<file path="src/logic/ptp_port_timing_consts.svh">
// Register offsets, field positions, reset values and timing constants
`ifndef PTP_PORT_TIMING_CONSTS_SVH
`define PTP_PORT_TIMING_CONSTS_SVH
// ----------------------------------------
// Register byte offsets
// ----------------------------------------
`define PTP_ADDR_CONTROL    12'h620
`define PTP_ADDR_DOMAIN_VER 12'h624
`define PTP_ADDR_RX_LAT     12'h640
`define PTP_ADDR_TX_LAT     12'h642
`define PTP_ADDR_ASYM       12'h644
`define PTP_ADDR_LINK_DLY   12'h646
`define PTP_ADDR_TS_LOW     12'h648
`define PTP_ADDR_TS_HIGH    12'h64A
// ----------------------------------------
// Field positions
// ----------------------------------------
`define PTP_DOMAIN_EN_BIT   4
`define PTP_VER_MSB         11
`define PTP_VER_LSB         8
`define PTP_DOM_MSB         7
`define PTP_DOM_LSB         0
`define PTP_ASYM_SIGN_BIT   15
`define PTP_ASYM_MAG_MSB    14
`define PTP_TSH_SEC_MSB     15
`define PTP_TSH_SEC_LSB     14
`define PTP_TSH_NS_MSB      13
`define PTP_TS_NS_SPLIT     16
`define PTP_TS_NS_MSB       29
// ----------------------------------------
// Reset values and constants
// ----------------------------------------
`define PTP_VER_RESET       4'h2
`define PTP_DOM_RESET       8'h00
`define PTP_RX_LAT_RESET    16'h019F
`define PTP_TX_LAT_RESET    16'h002D
`define PTP_ZERO16          16'h0000
`define PTP_NS_PER_SEC      31'h3B9ACA00
`define PTP_SEC_STEP        2'h1
`define PTP_ONE64           64'h1
`endif

</file>
<file path="src/logic/ptp_port_timing_pkg.sv">
// Types shared by the PTP port timing register bank
package ptp_port_timing_pkg;
  typedef logic [63:0] corr_t;

  typedef struct packed {
    logic        dom_en;
    logic [3:0]  version;
    logic [7:0]  domain;
    logic [15:0] rx_lat;
    logic [15:0] tx_lat;
    logic [15:0] asym;
    logic [15:0] link_dly;
    logic [15:0] ts_low;
    logic [15:0] ts_high;
    logic [15:0] rdata;
    logic        rvalid;
    corr_t       corr;
    logic        corr_valid;
  } regs_state_t;

  typedef struct packed {
    logic done;
    logic capture;
    logic drop;
    logic forward;
  } filter_state_t;
endpackage

</file>
<file path="src/logic/ptp_port_timing_config_regs.sv">
// PTP port timing configuration register bank with filter, correction and egress timestamp
`timescale 1ns/10ps
`include "ptp_port_timing_consts.svh"
module ptp_port_timing_config_regs (
  // Clock and reset
  input  wire logic                      ref_clk,
  input  wire logic                      rst_b,
  input  wire logic                      ce,
  // Host bus
  input  wire logic                      host_cs,
  input  wire logic                      host_wr,
  input  wire logic                      host_rd,
  input  wire logic [11:0]               host_addr,
  input  wire logic [1:0]                host_be,
  input  wire logic [15:0]               host_wdata,
  output logic [15:0]                    host_rdata,
  output logic                           host_rvalid,
  // Received message filter
  input  wire logic                      rx_msg_valid,
  input  wire logic [3:0]                rx_msg_version,
  input  wire logic [7:0]                rx_msg_domain,
  input  wire logic                      rx_default_forward,
  output logic                           rx_msg_done,
  output logic                           rx_capture,
  output logic                           rx_drop,
  output logic                           rx_forward_host,
  // Correction field
  input  wire logic                      corr_valid,
  input  wire logic                      corr_ingress,
  input  wire logic                      corr_egress,
  input  wire ptp_port_timing_pkg::corr_t corr_in,
  output logic                           corr_out_valid,
  output ptp_port_timing_pkg::corr_t     corr_out,
  // Egress request timestamp at reference point
  input  wire logic                      tx_req_depart,
  input  wire logic [1:0]                tx_ref_sec,
  input  wire logic [29:0]               tx_ref_ns,
  // Configuration to the timing datapath
  output logic [15:0]                    cfg_rx_latency,
  output logic [15:0]                    cfg_tx_latency,
  output logic [15:0]                    cfg_link_delay,
  output logic [15:0]                    cfg_asymmetry
);
  import ptp_port_timing_pkg::*;

  localparam regs_state_t REGS_RESET = '{
    dom_en:     1'h0,
    version:    `PTP_VER_RESET,
    domain:     `PTP_DOM_RESET,
    rx_lat:     `PTP_RX_LAT_RESET,
    tx_lat:     `PTP_TX_LAT_RESET,
    asym:       `PTP_ZERO16,
    link_dly:   `PTP_ZERO16,
    ts_low:     `PTP_ZERO16,
    ts_high:    `PTP_ZERO16,
    rdata:      `PTP_ZERO16,
    rvalid:     1'h0,
    corr:       '0,
    corr_valid: 1'h0
  };

  regs_state_t state_q;
  regs_state_t state_d;

  // ----------------------------------------
  // Byte-lane merge
  // ----------------------------------------
  function automatic logic [15:0] merge16(input logic [15:0] old, input logic [15:0] wd, input logic [1:0] be);
    logic [15:0] r;
    r = old;
    if (be[0]) begin
      r[7:0] = wd[7:0];
    end
    if (be[1]) begin
      r[15:8] = wd[15:8];
    end
    return r;
  endfunction

  // ----------------------------------------
  // Egress timestamp with transmit latency
  // ----------------------------------------
  logic [30:0] ns_sum;
  logic        ns_wrap;
  logic [29:0] ns_new;
  logic [1:0]  sec_new;

  assign ns_sum  = {1'h0, tx_ref_ns} + {15'h0, state_q.tx_lat};
  assign ns_wrap = (ns_sum >= `PTP_NS_PER_SEC);
  assign ns_new  = ns_wrap ? 30'(ns_sum - `PTP_NS_PER_SEC) : ns_sum[29:0];
  assign sec_new = ns_wrap ? 2'(tx_ref_sec + `PTP_SEC_STEP) : tx_ref_sec;

  // ----------------------------------------
  // Signed asymmetry
  // ----------------------------------------
  corr_t asym_mag;
  corr_t asym_ext;

  assign asym_mag = {49'h0, state_q.asym[`PTP_ASYM_MAG_MSB:0]};
  assign asym_ext = state_q.asym[`PTP_ASYM_SIGN_BIT] ? (~asym_mag + `PTP_ONE64) : asym_mag;

  // ----------------------------------------
  // Next state
  // ----------------------------------------
  always_comb begin
    logic [15:0] rd_word;
    rd_word = `PTP_ZERO16;
    state_d = state_q;
    state_d.rvalid = 1'h0;
    state_d.corr_valid = 1'h0;
    if (host_cs && host_wr) begin
      case (host_addr)
        `PTP_ADDR_CONTROL: begin
          if (host_be[0]) begin
            state_d.dom_en = host_wdata[`PTP_DOMAIN_EN_BIT];
          end
        end
        `PTP_ADDR_DOMAIN_VER: begin
          if (host_be[0]) begin
            state_d.domain = host_wdata[`PTP_DOM_MSB:`PTP_DOM_LSB];
          end
          if (host_be[1]) begin
            state_d.version = host_wdata[`PTP_VER_MSB:`PTP_VER_LSB];
          end
        end
        `PTP_ADDR_RX_LAT: begin
          state_d.rx_lat = merge16(state_q.rx_lat, host_wdata, host_be);
        end
        `PTP_ADDR_TX_LAT: begin
          state_d.tx_lat = merge16(state_q.tx_lat, host_wdata, host_be);
        end
        `PTP_ADDR_ASYM: begin
          state_d.asym = merge16(state_q.asym, host_wdata, host_be);
        end
        `PTP_ADDR_LINK_DLY: begin
          state_d.link_dly = merge16(state_q.link_dly, host_wdata, host_be);
        end
        `PTP_ADDR_TS_LOW: begin
          state_d.ts_low = merge16(state_q.ts_low, host_wdata, host_be);
        end
        `PTP_ADDR_TS_HIGH: begin
          state_d.ts_high = merge16(state_q.ts_high, host_wdata, host_be);
        end
        default: begin
        end
      endcase
    end
    // Departure capture wins over a host write in the same cycle
    if (tx_req_depart) begin
      state_d.ts_low  = ns_new[`PTP_TS_NS_SPLIT-1:0];
      state_d.ts_high = {sec_new, ns_new[`PTP_TS_NS_MSB:`PTP_TS_NS_SPLIT]};
    end
    if (host_cs && host_rd) begin
      case (host_addr)
        `PTP_ADDR_CONTROL: begin
          rd_word[`PTP_DOMAIN_EN_BIT] = state_q.dom_en;
        end
        `PTP_ADDR_DOMAIN_VER: begin
          rd_word[`PTP_VER_MSB:`PTP_VER_LSB] = state_q.version;
          rd_word[`PTP_DOM_MSB:`PTP_DOM_LSB] = state_q.domain;
        end
        `PTP_ADDR_RX_LAT: begin
          rd_word = state_q.rx_lat;
        end
        `PTP_ADDR_TX_LAT: begin
          rd_word = state_q.tx_lat;
        end
        `PTP_ADDR_ASYM: begin
          rd_word = state_q.asym;
        end
        `PTP_ADDR_LINK_DLY: begin
          rd_word = state_q.link_dly;
        end
        `PTP_ADDR_TS_LOW: begin
          rd_word = state_q.ts_low;
        end
        `PTP_ADDR_TS_HIGH: begin
          rd_word = state_q.ts_high;
        end
        default: begin
          rd_word = `PTP_ZERO16;
        end
      endcase
      state_d.rdata  = rd_word;
      state_d.rvalid = 1'h1;
    end
    if (corr_valid && (corr_ingress || corr_egress)) begin
      state_d.corr_valid = 1'h1;
      if (corr_ingress) begin
        state_d.corr = corr_in + asym_ext;
      end else begin
        state_d.corr = corr_in - asym_ext;
      end
    end
  end

  always_ff @(posedge ref_clk or negedge rst_b) begin
    if (!rst_b) begin
      state_q <= REGS_RESET;
    end else if (ce) begin
      state_q <= state_d;
    end
  end

  // ----------------------------------------
  // Message filter
  // ----------------------------------------
  ptp_msg_filter u_filter (
    .ref_clk             (ref_clk),
    .rst_b               (rst_b),
    .ce                  (ce),
    .msg_valid           (rx_msg_valid),
    .msg_version         (rx_msg_version),
    .msg_domain          (rx_msg_domain),
    .default_forward     (rx_default_forward),
    .cfg_version         (state_q.version),
    .cfg_domain          (state_q.domain),
    .cfg_domain_check_en (state_q.dom_en),
    .msg_done            (rx_msg_done),
    .msg_capture         (rx_capture),
    .msg_drop            (rx_drop),
    .msg_forward         (rx_forward_host)
  );

  // ----------------------------------------
  // Outputs
  // ----------------------------------------
  assign host_rdata     = state_q.rdata;
  assign host_rvalid    = state_q.rvalid;
  assign corr_out       = state_q.corr;
  assign corr_out_valid = state_q.corr_valid;
  assign cfg_rx_latency = state_q.rx_lat;
  assign cfg_tx_latency = state_q.tx_lat;
  assign cfg_link_delay = state_q.link_dly;
  assign cfg_asymmetry  = state_q.asym;

  // ----------------------------------------
  // Assertions
  // ----------------------------------------
  chk_version_capture: assert property (@(posedge ref_clk) disable iff (!rst_b)
    ce && rx_msg_valid && (rx_msg_version == state_q.version) |=> rx_capture && !rx_drop)
    else $error("matching version not captured");

  chk_version_drop: assert property (@(posedge ref_clk) disable iff (!rst_b)
    ce && rx_msg_valid && (rx_msg_version != state_q.version) |=> rx_drop && !rx_capture && !rx_forward_host)
    else $error("mismatching version not dropped");

  chk_domain_filter: assert property (@(posedge ref_clk) disable iff (!rst_b)
    ce && rx_msg_valid && state_q.dom_en && (rx_msg_version == state_q.version)
    |=> rx_forward_host == $past(rx_msg_domain == state_q.domain))
    else $error("domain filter decision wrong");

  chk_domain_ignore: assert property (@(posedge ref_clk) disable iff (!rst_b)
    ce && rx_msg_valid && !state_q.dom_en && (rx_msg_version == state_q.version)
    |=> rx_forward_host == $past(rx_default_forward))
    else $error("default forwarding not followed");

  chk_domain_en_write: assert property (@(posedge ref_clk) disable iff (!rst_b)
    ce && host_cs && host_wr && host_be[0] && (host_addr == `PTP_ADDR_CONTROL)
    |=> state_q.dom_en == $past(host_wdata[`PTP_DOMAIN_EN_BIT]))
    else $error("domain enable not written");

  chk_rx_lat_write: assert property (@(posedge ref_clk) disable iff (!rst_b)
    ce && host_cs && host_wr && (host_be == 2'h3) && (host_addr == `PTP_ADDR_RX_LAT)
    |=> cfg_rx_latency == $past(host_wdata))
    else $error("receive latency not written");

  chk_ingress_add: assert property (@(posedge ref_clk) disable iff (!rst_b)
    ce && corr_valid && corr_ingress |=> corr_out_valid && (corr_out == $past(corr_in) + $past(asym_ext)))
    else $error("ingress correction wrong");

  chk_egress_sub: assert property (@(posedge ref_clk) disable iff (!rst_b)
    ce && corr_valid && corr_egress && !corr_ingress
    |=> corr_out_valid && (corr_out == $past(corr_in) - $past(asym_ext)))
    else $error("egress correction wrong");

  chk_ts_coherent: assert property (@(posedge ref_clk) disable iff (!rst_b)
    ce && tx_req_depart |=> (state_q.ts_low == $past(ns_new[`PTP_TS_NS_SPLIT-1:0]))
    && (state_q.ts_high == {$past(sec_new), $past(ns_new[`PTP_TS_NS_MSB:`PTP_TS_NS_SPLIT])}))
    else $error("egress timestamp not loaded coherently");

  chk_reserved_zero: assert property (@(posedge ref_clk) disable iff (!rst_b)
    ce && host_cs && host_rd && (host_addr == `PTP_ADDR_DOMAIN_VER)
    |=> host_rvalid && (host_rdata[15:12] == 4'h0))
    else $error("reserved bits not zero");

  cov_drop: cover property (@(posedge ref_clk) disable iff (!rst_b) rx_msg_done && rx_drop);
  cov_domain_fwd: cover property (@(posedge ref_clk) disable iff (!rst_b) rx_forward_host && state_q.dom_en);
  cov_ts_wrap: cover property (@(posedge ref_clk) disable iff (!rst_b) ce && tx_req_depart && ns_wrap);
  cov_neg_asym: cover property (@(posedge ref_clk) disable iff (!rst_b)
    corr_out_valid && state_q.asym[`PTP_ASYM_SIGN_BIT]);
endmodule

</file>
<file path="src/logic/ptp_msg_filter.sv">
// Received PTP message version and domain filter
`timescale 1ns/10ps
module ptp_msg_filter (
  // Clock and reset
  input  wire logic       ref_clk,
  input  wire logic       rst_b,
  input  wire logic       ce,
  // Message header
  input  wire logic       msg_valid,
  input  wire logic [3:0] msg_version,
  input  wire logic [7:0] msg_domain,
  input  wire logic       default_forward,
  // Configuration
  input  wire logic [3:0] cfg_version,
  input  wire logic [7:0] cfg_domain,
  input  wire logic       cfg_domain_check_en,
  // Decision
  output logic            msg_done,
  output logic            msg_capture,
  output logic            msg_drop,
  output logic            msg_forward
);
  import ptp_port_timing_pkg::*;

  filter_state_t state_q;
  filter_state_t state_d;
  logic          ver_ok;
  logic          dom_ok;

  assign ver_ok = (msg_version == cfg_version);
  assign dom_ok = (msg_domain == cfg_domain);

  always_comb begin
    state_d = state_q;
    state_d.done = msg_valid;
    if (msg_valid) begin
      state_d.capture = ver_ok;
      state_d.drop    = !ver_ok;
      if (cfg_domain_check_en) begin
        state_d.forward = ver_ok && dom_ok;
      end else begin
        state_d.forward = ver_ok && default_forward;
      end
    end
  end

  always_ff @(posedge ref_clk or negedge rst_b) begin
    if (!rst_b) begin
      state_q <= '0;
    end else if (ce) begin
      state_q <= state_d;
    end
  end

  assign msg_done    = state_q.done;
  assign msg_capture = state_q.capture;
  assign msg_drop    = state_q.drop;
  assign msg_forward = state_q.forward;
endmodule

</file>
<file path="config.mk">
export PLATFORM = sky130hd
export DESIGN_NAME = ptp_port_timing_config_regs
export DESIGN_NICKNAME = d
export VERILOG_FILES = /design/src/logic/ptp_port_timing_pkg.sv /design/src/logic/ptp_port_timing_config_regs.sv /design/src/logic/ptp_msg_filter.sv
export VERILOG_INCLUDE_DIRS = /design/src /design/src/logic
export SDC_FILE = /design/constraint.sdc
export NUM_CORES = 1
export LEC_CHECK = 0
export ABC_AREA = 1
export BUFFER_PORTS_ARGS = -buffer_cell sky130_fd_sc_hd__buf_2
export CAP_MARGIN = 40
export CORE_UTILIZATION = 40
export DETAILED_ROUTE_END_ITERATION = 10
export GPL_TIMING_DRIVEN = 1
export REMOVE_ABC_BUFFERS = 1
export SLEW_MARGIN = 5
export SYNTH_ARGS = -nofsm -noshare
export SYNTH_HDL_FRONTEND = slang
export SYNTH_SLANG_ARGS = --single-unit
</file>
<file path="constraint.sdc">
create_clock -name ref_clk -period 4.23 [get_ports ref_clk]
set_clock_uncertainty 0.15 [all_clocks]
set_input_delay 0.2115 -clock ref_clk [delete_from_list [all_inputs] [get_ports ref_clk]]
set_output_delay 0.2115 -clock ref_clk [all_outputs]
set_load 0.01 [all_outputs]
</file>
==> impl_metrics.ini, run 1 <==
[status]
status = finished with violations
violations = setup timing

[pwr]
p_leak_nw = 13.7
power.total_mw = 5.02
power_density_nw_per_um2 = 194
irDropWorstVdd_v = 0.000251

[detailed_routing]
drt_iter0_markers = 1578
first_pass_iters = 6
ant_nets = 0
via_count = 20185
drc = 0
avgRoutedWirePerCell_um = 18.7
drt_wl_total_mm = 73.2
avgViaCountPerCell = 5.16

[sta]
max_freq_mhz = 222
relSlewSlack = 0.380
min_period_over_period = 1.06
timing.hold.ws_ns = 0.0100
period_minus_slack_ns = 4.50
tightestPinTransition_ns = 0.929
rsz0062_at_grt = true
maxSlewViolCount = 0
fin_ws_ns = -0.271
hold_violations = 0
setup_viol = 30

[yosys]
synth_commonest_cells = nand2_1 (688), inv_1 (391), nor2_1 (306)
syn_area_per_cell_sq_um = 6.50
synthDistinctLibCells = 56
yosys.area.top_type = dfrtp_1
yosys-top-cells-area = dfrtp_1 (26%), nand2_1 (15%), inv_1 (8.3%), nor2_1 (6.5%), ha_1 (6.3%)
postSynthCellCount = 2716
synthArstFlopShare = 1.00
post-synth-top-count-cell = nand2_1
synth-edff-count = 0
synth-warning-count = 0
synthFlopType = dfrtp_1
syn_area_sq_um = 17600
ys_ff_latch = 195
synth_top_area_share = 0.260
yosysSeqAreaShare = 0.277

[final_layout]
drive_above_1_share = 0.396
fin_area_sq_um = 25900
fin_nets = 3555
multi_input_area_sq_um = 12800
area_delta_synth_final_pct = 46.7
fillers = 3959
regArea_sq_um = 4900

[floorplanning]
core_sq_um = 43300
die_h_um = 212
die_w_um = 212
die_area_sq_um = 45000
rows = 76
pin_count = 300
start_util = 0.408

[placed_design]
dpl_cell_area_sq_um = 21500
routabilityCongestion = 0.983
io_buffers = 299
place_hpwl_mm = 56.5

[critical_path]
cp_data_arrival_time_ns = 4.71
worst-path-max-fanout = 6
crit_required_ns = 4.44
critPathLaunchType = register
end_kind = register
crit_type = register to register

[global_routing]
grt_start_max_net_pins = 103
grt_pass1_vias = 18894
grt_overflow = 0
grtUsageTotal = 0.310
antenna_found_initial = 1
grt_pass1_wl_mm = 106

[cts]
cts_buffers = 17
clockBufferDepth = 2
cts_sinks = 195
cts_tree = yes
cts_root_buf = clkbuf_16
clk_latency_ns = 0.48
htreeDepth = 4
clkTransAtPathRegs_ns = 0.09

[hold_path]
hp-class = primary input to register

[run]
cap_violations = 0
## layer usage
metal | wire (um) | track usage
met1 | 32300 | 0.414
met4 | 2460 | 0.106
met3 | 4270 | 0.0480
met5 | 0 | 0
met2 | 34200 | 0.508
## per-stage QoR
step / utilization / cells / setup WS [ns] / TNS, ns
finish: 0.598 / 3914 / -0.271 / -4.57
global route: 0.598 / 3912 / -0.512 / -14.21
CTS: 0.550 / 3860 / -0.233 / -3.79
detailed placement: 0.496 / 3783 / -0.803 / -18.86
global placement: 0.495 / 3781 / -0.746 / -18.18
floorplan: - / 2519 / -1.12 / -32.17
## worst paths after layout
path | startpoint | slack (ns) | cells after the start | endpoint
max | cfg_asymmetry[1] | -0.27 | 27 | corr_out[50]
min | ce | 0.01 | 2 | u_filter.msg_done
max reg2reg | cfg_asymmetry[1] | -0.27 | 27 | corr_out[50]
min reg2reg | corr_out[33] | 0.33 | 2 | corr_out[33]
max in group asynchronous | rst_b | 2.59 | 4 | cfg_rx_latency[1]
min in group asynchronous | rst_b | 0.05 | 2 | host_rdata[3]
## power by group
group          leakage [nW]  internal [mW]  switching [mW]  total [mW]
registers              2.46           2.02          0.0936        2.12
clock network         0.286          0.807           0.867        1.67
logic                  10.9          0.497           0.728        1.22
## worst max-delay path: stages (launching register included)
cell and delay [ns]:
dfrtp_1 0.39, inv_2 0.09, ha_4 0.15, nand3_4 0.07
nor2_4 0.10, nand3_2 0.08, nor2_2 0.10, ha_1 0.24
or2_4 0.24, o21ai_4 0.07, inv_2 0.06, nor2_4 0.13
nand3_2 0.10, nor2_2 0.14, buf_6 0.14, buf_6 0.10
o21ai_0 0.09, ha_1 0.35, buf_6 0.16, a21oi_4 0.18
o21ai_2 0.10, a21oi_2 0.26, o31ai_2 0.12, a221oi_2 0.27
nand2_1 0.10, or2_2 0.27, nand3_1 0.06, nand2_1 0.05
## flip-flops by register name, summed over array words and instances (netlist names)
| register | flops |
|---|---|
| state_q | 45 |
| u_filter.msg_done | 1 |
| corr_out | 64 |
| cfg_asymmetry | 16 |
| u_filter.msg_capture | 1 |
| u_filter.msg_drop | 1 |
| corr_out_valid | 1 |
| u_filter.msg_forward | 1 |
| host_rvalid | 1 |
| cfg_link_delay | 16 |
| cfg_rx_latency | 16 |
| cfg_tx_latency | 16 |
| host_rdata | 16 |
## repair_timing
item,in CTS,in global routing
pin swaps,104,151
hold buffers,13,0
setup endpoints to repair,44,67
hold endpoints to repair,176,0
resized for setup,332,391
buffers inserted,33,52
gates cloned,1,3
## placed cells by master, fill, tap and decap left out, drive strengths merged, types with 9 or more instances in the layout
| master | instances |
|---|---|
| buf | 759 |
| nand2 | 703 |
| inv | 401 |
| nor2 | 320 |
| o21ai | 189 |
| dfrtp | 183 |
| a21oi | 175 |
| nand3 | 158 |
| ha | 89 |
| xnor2 | 38 |
| xor2 | 37 |
| nand4 | 32 |
| a31oi | 31 |
| nor3 | 21 |
| clkbuf | 19 |
| or2 | 19 |
| a221oi | 18 |
| nand3b | 13 |
| dlygate4sd3 | 13 |
| dfstp | 12 |
| a21o | 10 |
| a32o | 9 |
| o21a | 9 |
## cell families after synthesis
kind of cell,count (synthesis),share of synthesized area
AOI/OAI and AO/OA,482,0.157
xor gates and xnor gates,75,0.0372
adders and majority gates,91,0.0654
buffers and inverters,594,0.159
DFF,195,0.277
and+or+nand+nor,1279,0.304
## cell type report
class	count	share of cell area
repair buffers	773	0.208
multi-input cells	1930	0.494
diodes	2	0.000193
well taps	585	0.0283
clock inverters	14	0.00604
flip-flops and latches	195	0.189
inverters	397	0.0577
clock buffers	18	0.0170
Note: power is estimated with default switching activity, not from simulation.
==> run 2: changes to the inputs <==
- CORE_ASPECT_RATIO: unset -> 1.25
==> run 2 against run 1 <==
The flow still finishes with violations (setup timing). First-iteration DRC count shrank 19%. Clock-buffer cell count decreased by 1. Via count rose by 0.25%. Sequential power about the same. Critical path type unchanged. Largest power group unchanged.
==> impl_metrics.ini, run 2 (synthesis gave the netlist of run 1 again) <==
[detailed_routing]
drt_iter0_markers = 1276
first_pass_iters = 6
avgRoutedWirePerCell_um = 18.6
drc = 0
via_count = 20235
ant_nets = 0
avgViaCountPerCell = 5.19
drt_wl_total_mm = 72.5

[final_layout]
fillers = 4008
largest_reg_flops = 64
multi_input_area_sq_um = 12500
regArea_sq_um = 4890
layout_common_cells = nand2_1 (594), buf_4 (415), inv_1 (331), buf_2 (298), nor2_1 (232)
drive_above_1_share = 0.399
area_delta_synth_final_pct = 45.4
insertedDiodeCount = 0
fin_nets = 3564
layout_commonest_cell = nand2_1
fin_cells = 3901

[critical_path]
timing.rr.end = corr_out[56]
crit_top_cell = nand2_1
crit_type = register to register
reg2reg_from = cfg_asymmetry[2]
max_stage_delay_ns = 0.40
cp_data_arrival_time_ns = 4.80
cp_slowest_cell = dfrtp_1
crit_required_ns = 4.46
worst-path-max-fanout = 4
r2r_cells = 29
end_kind = register
rrSetupSlack_ns = -0.35
critPathLaunchType = register

[sta]
min_period_over_period = 1.08
max_freq_mhz = 218
maxSlewViolCount = 0
setup_tns_ns = -6.55
tightestPinTransition_ns = 0.912
period_minus_slack_ns = 4.58
relSlewSlack = 0.392
setup_viol = 34
rsz0062_at_grt = true
hold_violations = 0
fin_ws_ns = -0.349

[placed_design]
place_hpwl_mm = 57.3
routabilityCongestion = 0.961
post-place-cells = 3773
io_buffers = 299

[cts]
cts_root_buf = clkbuf_16
clk_latency_ns = 0.49
clockBufferDepth = 2
htreeDepth = 4
cts_sinks = 195
cts_tree = yes
clkTransAtPathRegs_ns = 0.09
cts_buffers = 17

[pwr]
power_density_nw_per_um2 = 200
irDropWorstVdd_v = 0.000308
p_leak_nw = 13.8

[floorplanning]
core_sq_um = 43300
die_area_sq_um = 45000
pin_count = 300
die_w_um = 190
die_h_um = 237
rows = 85
start_util = 0.408

[status]
status = finished with violations
violations = setup timing

[global_routing]
grt_pass1_wl_mm = 107
grtUsageTotal = 0.311
antenna_found_initial = 2
grt_pass1_vias = 19610
grt_start_max_net_pins = 98
grt_overflow = 0

[hold_path]
hold_end = cfg_rx_latency[13]
hold-path-cell-count = 3
min-delay-start = host_wdata[13]
hp-class = primary input to register

[run]
cap_violations = 0
run 2: cell types whose count changed in the layout (fill, tap and decap cells not counted), sizes merged, moves of 2 or more:
cell         change
buf             +13
clkinvlp         -2
diode            -2
dlygate4sd3      -2
inv              +4
run 2: cell type report:
| type | instances | share of cell area |
|---|---|---|
| clock buffer | 17 | 0.0166 |
| clock inverter | 15 | 0.00898 |
| inverter | 397 | 0.0583 |
| sequential | 195 | 0.191 |
| multi-input combinational | 1928 | 0.486 |
| timing repair buffer | 784 | 0.212 |
| tap | 565 | 0.0276 |
run 2: repair_timing:
| action | in CTS | in global routing |
|---|---|---|
| buffers inserted | 52 | 38 |
| setup endpoints to repair | 44 | 53 |
| gates resized for setup | 306 | 385 |
| hold buffers | 11 | 0 |
| pin swaps | 93 | 148 |
| gates cloned | 1 | 1 |
| hold endpoints to repair | 94 | 0 |
run 2: how the worst max path moves through the flow:
stage | startpoint | endpoint | slack [ns] | depth (start not counted)
3_5_place_dp | cfg_asymmetry[0] | corr_out[53] | -0.75 | 28
2_1_floorplan | corr_ingress | corr_out[31] | -1.12 | 4
4_1_cts | cfg_asymmetry[0] | corr_out[51] | -0.27 | 30
5_1_grt | cfg_asymmetry[3] | corr_out[53] | -0.58 | 32
6_report | cfg_asymmetry[2] | corr_out[56] | -0.35 | 29
3_3_place_gp | cfg_asymmetry[0] | corr_out[53] | -0.71 | 28
run 2: power breakdown:
part | leakage, nW | switching, mW | internal [mW] | total, mW
Sequential | 2.47 | 0.0945 | 2.02 | 2.12
Clock | 0.316 | 0.971 | 0.844 | 1.82
Combinational | 11.0 | 0.699 | 0.487 | 1.19
run 2: per-stage QoR:
step                setup WS [ns]  cell area [sq um]  power, mW  hold slack, ns   util
finish                     -0.349              25600       5.12          0.0116  0.593
global route               -0.580              25600       5.34         0.00870  0.593
CTS                        -0.270              23900       5.05         0.00884  0.552
detailed placement         -0.748              21500       3.17           0.138  0.497
global placement           -0.713              21500       3.15           0.136  0.496
floorplan                   -1.12              16300       2.63          -0.234      -
run 2: per-layer routing:
layer | global-route usage | wire, um | vias up
met5 | 0 | 31 | -
met4 | 0.146 | 3430 | 4
met3 | 0.0397 | 3630 | 157
met2 | 0.564 | 37300 | 647
met1 | 0.357 | 28200 | 9592
li1 | - | - | 9835
run 2: worst max-delay path: cells and delay by family, from the launching register on:
family,cells,cell delay (ns)
xor gates and xnor gates,1,0.16
DFF,1,0.40
AOI/OAI and AO/OA,4,0.71
buffers and inverters,7,0.82
and+or+nand+nor,16,1.91
adders and majority gates,1,0.33
==> run 3: changes to the inputs <==
- CELL_PAD_IN_SITES_DETAIL_PLACEMENT: unset -> 1
- CELL_PAD_IN_SITES_GLOBAL_PLACEMENT: unset -> 1
- CORE_UTILIZATION: 40 -> 37
- CTS_CLUSTER_DIAMETER: unset -> 120
- PLACE_DENSITY_LB_ADDON: unset -> 0.1
==> run 3 against run 2 <==
The run still ends with setup timing left. Via count rose by 12%. Largest cell class unchanged. Register-to-register slack got worse by 0.55 ns. Final area rose by 7.0%. Critical path type unchanged. Clock-buffer cell count did not move. Cell count rose by 3.7%. Largest power group unchanged.
==> impl_metrics.ini, run 3 (synthesis gave the netlist of run 1 again) <==
[detailed_routing]
drt_wl_total_mm = 104
via_count = 22714
drc = 0
avgViaCountPerCell = 5.62
avgRoutedWirePerCell_um = 25.7
drt_iter0_markers = 1493
first_pass_iters = 5
ant_nets = 0

[sta]
timing.hold.ws_ns = 0.00243
tightestPinTransition_ns = 0.852
hold_violations = 0
fin_ws_ns = -0.904
relSlewSlack = 0.432
period_minus_slack_ns = 5.13
rsz0062_at_grt = true
maxSlewViolCount = 0
setup_viol = 47
max_freq_mhz = 195
min_period_over_period = 1.21

[global_routing]
grtUsageTotal = 0.362
antenna_found_initial = 5
grt_pass1_wl_mm = 133
grt_pass1_vias = 23356
grt_overflow = 0
grt_start_max_net_pins = 98

[critical_path]
worst-path-max-fanout = 9
crit_type = register to register
critPathLaunchType = register
end_kind = register
crit_required_ns = 4.49
cp_data_arrival_time_ns = 5.39

[final_layout]
largest_reg_flops = 64
layout_common_cells = nand2_1 (573), buf_4 (435), inv_1 (321), buf_2 (298), nor2_1 (223)
regArea_sq_um = 4890
area_delta_synth_final_pct = 55.6
fillers = 5925
fin_area_sq_um = 27500
drive_above_1_share = 0.438
fin_util = 0.583
multi_input_area_sq_um = 13400
layout_commonest_cell = nand2_1
fin_nets = 3633
fin_cells = 4044

[status]
violations = setup timing
status = finished with violations

[floorplanning]
die_h_um = 246
die_w_um = 197
die_area_sq_um = 48600
start_util = 0.375
core_sq_um = 47100
pin_count = 300
rows = 89

[pwr]
swShare = 0.367
p_leak_nw = 14.4
p_switching_mw = 1.96
power.total_mw = 5.34
power.share.clock = 0.341
p_int_mw = 3.38
power_density_nw_per_um2 = 195
irDropWorstVdd_v = 0.000342
p_seq_frac = 0.400
comb_power_share = 0.259

[cts]
cts_tree = yes
clkTransAtPathRegs_ns = 0.09
cts_buffers = 17
cts_root_buf = clkbuf_16
clockBufferDepth = 2
clk_latency_ns = 0.51
htreeDepth = 4
cts_sinks = 195

[placed_design]
post-place-cells = 3875
place_hpwl_mm = 64.9
routabilityCongestion = 0.915
dpl_cell_area_sq_um = 21900
io_buffers = 299

[hold_path]
hp-class = primary input to register

[run]
cap_violations = 0
## run 3: stage by stage
step	TNS [ns]	setup WS, ns
finish	-23.34	-0.904
detailed placement	-27.88	-1.00
CTS	-4.44	-0.303
floorplan	-32.17	-1.12
global placement	-19.23	-0.688
global route	-29.54	-1.01
## run 3: worst paths after layout
kind / start / slack (ns) / cells after the start / end
max in group asynchronous: rst_b / 2.23 / 5 / corr_out[41]
worst min register to register: corr_out[54] / 0.34 / 2 / corr_out[54]
min in group asynchronous: rst_b / 0.44 / 3 / corr_out[15]
worst max register to register: cfg_asymmetry[0] / -0.90 / 24 / corr_out[63]
worst max-delay path: cfg_asymmetry[0] / -0.90 / 24 / corr_out[63]
worst min-delay path: host_wdata[11] / 0.002 / 3 / cfg_rx_latency[11]
## run 3: power by group through the flow
stage / Sequential (mW) / Combinational, mW / Clock, mW
floorplan: 2.18 / 0.444 / 0
global placement: 2.15 / 1.02 / 0
detailed placement: 2.16 / 1.05 / 0
CTS: 2.12 / 1.19 / 1.80
global route: 2.15 / 1.47 / 1.89
finish: 2.14 / 1.38 / 1.82
## run 3: timing repair
item,4_1_cts,5_1_grt
endpoints found under the hold margin,118,1
pin swaps,150,193
buffers inserted,75,53
setup endpoints to repair,47,59
cloned,3,1
hold buffers,17,1
gates resized for setup,516,406
## run 3: layout make-up
cell class | count | share of cell area
clock buffers | 17 | 0.0155
diodes | 2 | 0.000182
flip-flops and latches | 195 | 0.178
multi-input cells | 1928 | 0.489
repair buffers | 853 | 0.227
inverters | 397 | 0.0546
clock inverters | 15 | 0.00711
well taps | 637 | 0.0290
## run 3: critical path, stage by stage, from the launching register on
cell,delay [ns]
dfrtp_1,0.41
inv_2,0.10
buf_6,0.12
nand3_4,0.09
nor2_2,0.10
nand3_2,0.11
nor2_4,0.16
nand2_2,0.10
o21ai_1,0.30
inv_1,0.22
nand2_1,0.44
buf_4,0.33
buf_4,0.18
nand2_1,0.14
ha_4,0.33
nand2_2,0.08
nor2_1,0.20
inv_1,0.13
o21ai_0,0.43
a21oi_2,0.16
o21ai_0,0.25
a21o_1,0.20
nand3_1,0.10
nand3_1,0.11
nand2_1,0.06
## run 3: per-layer routing
metal  vias to the layer above  routed length, um  global-route usage
met5                         -                 23                   0
met4                         4               9550               0.235
met3                       527               6280              0.0504
met2                      1076              51900               0.682
met1                     11137              36300               0.368
li1                       9970                  -                   -
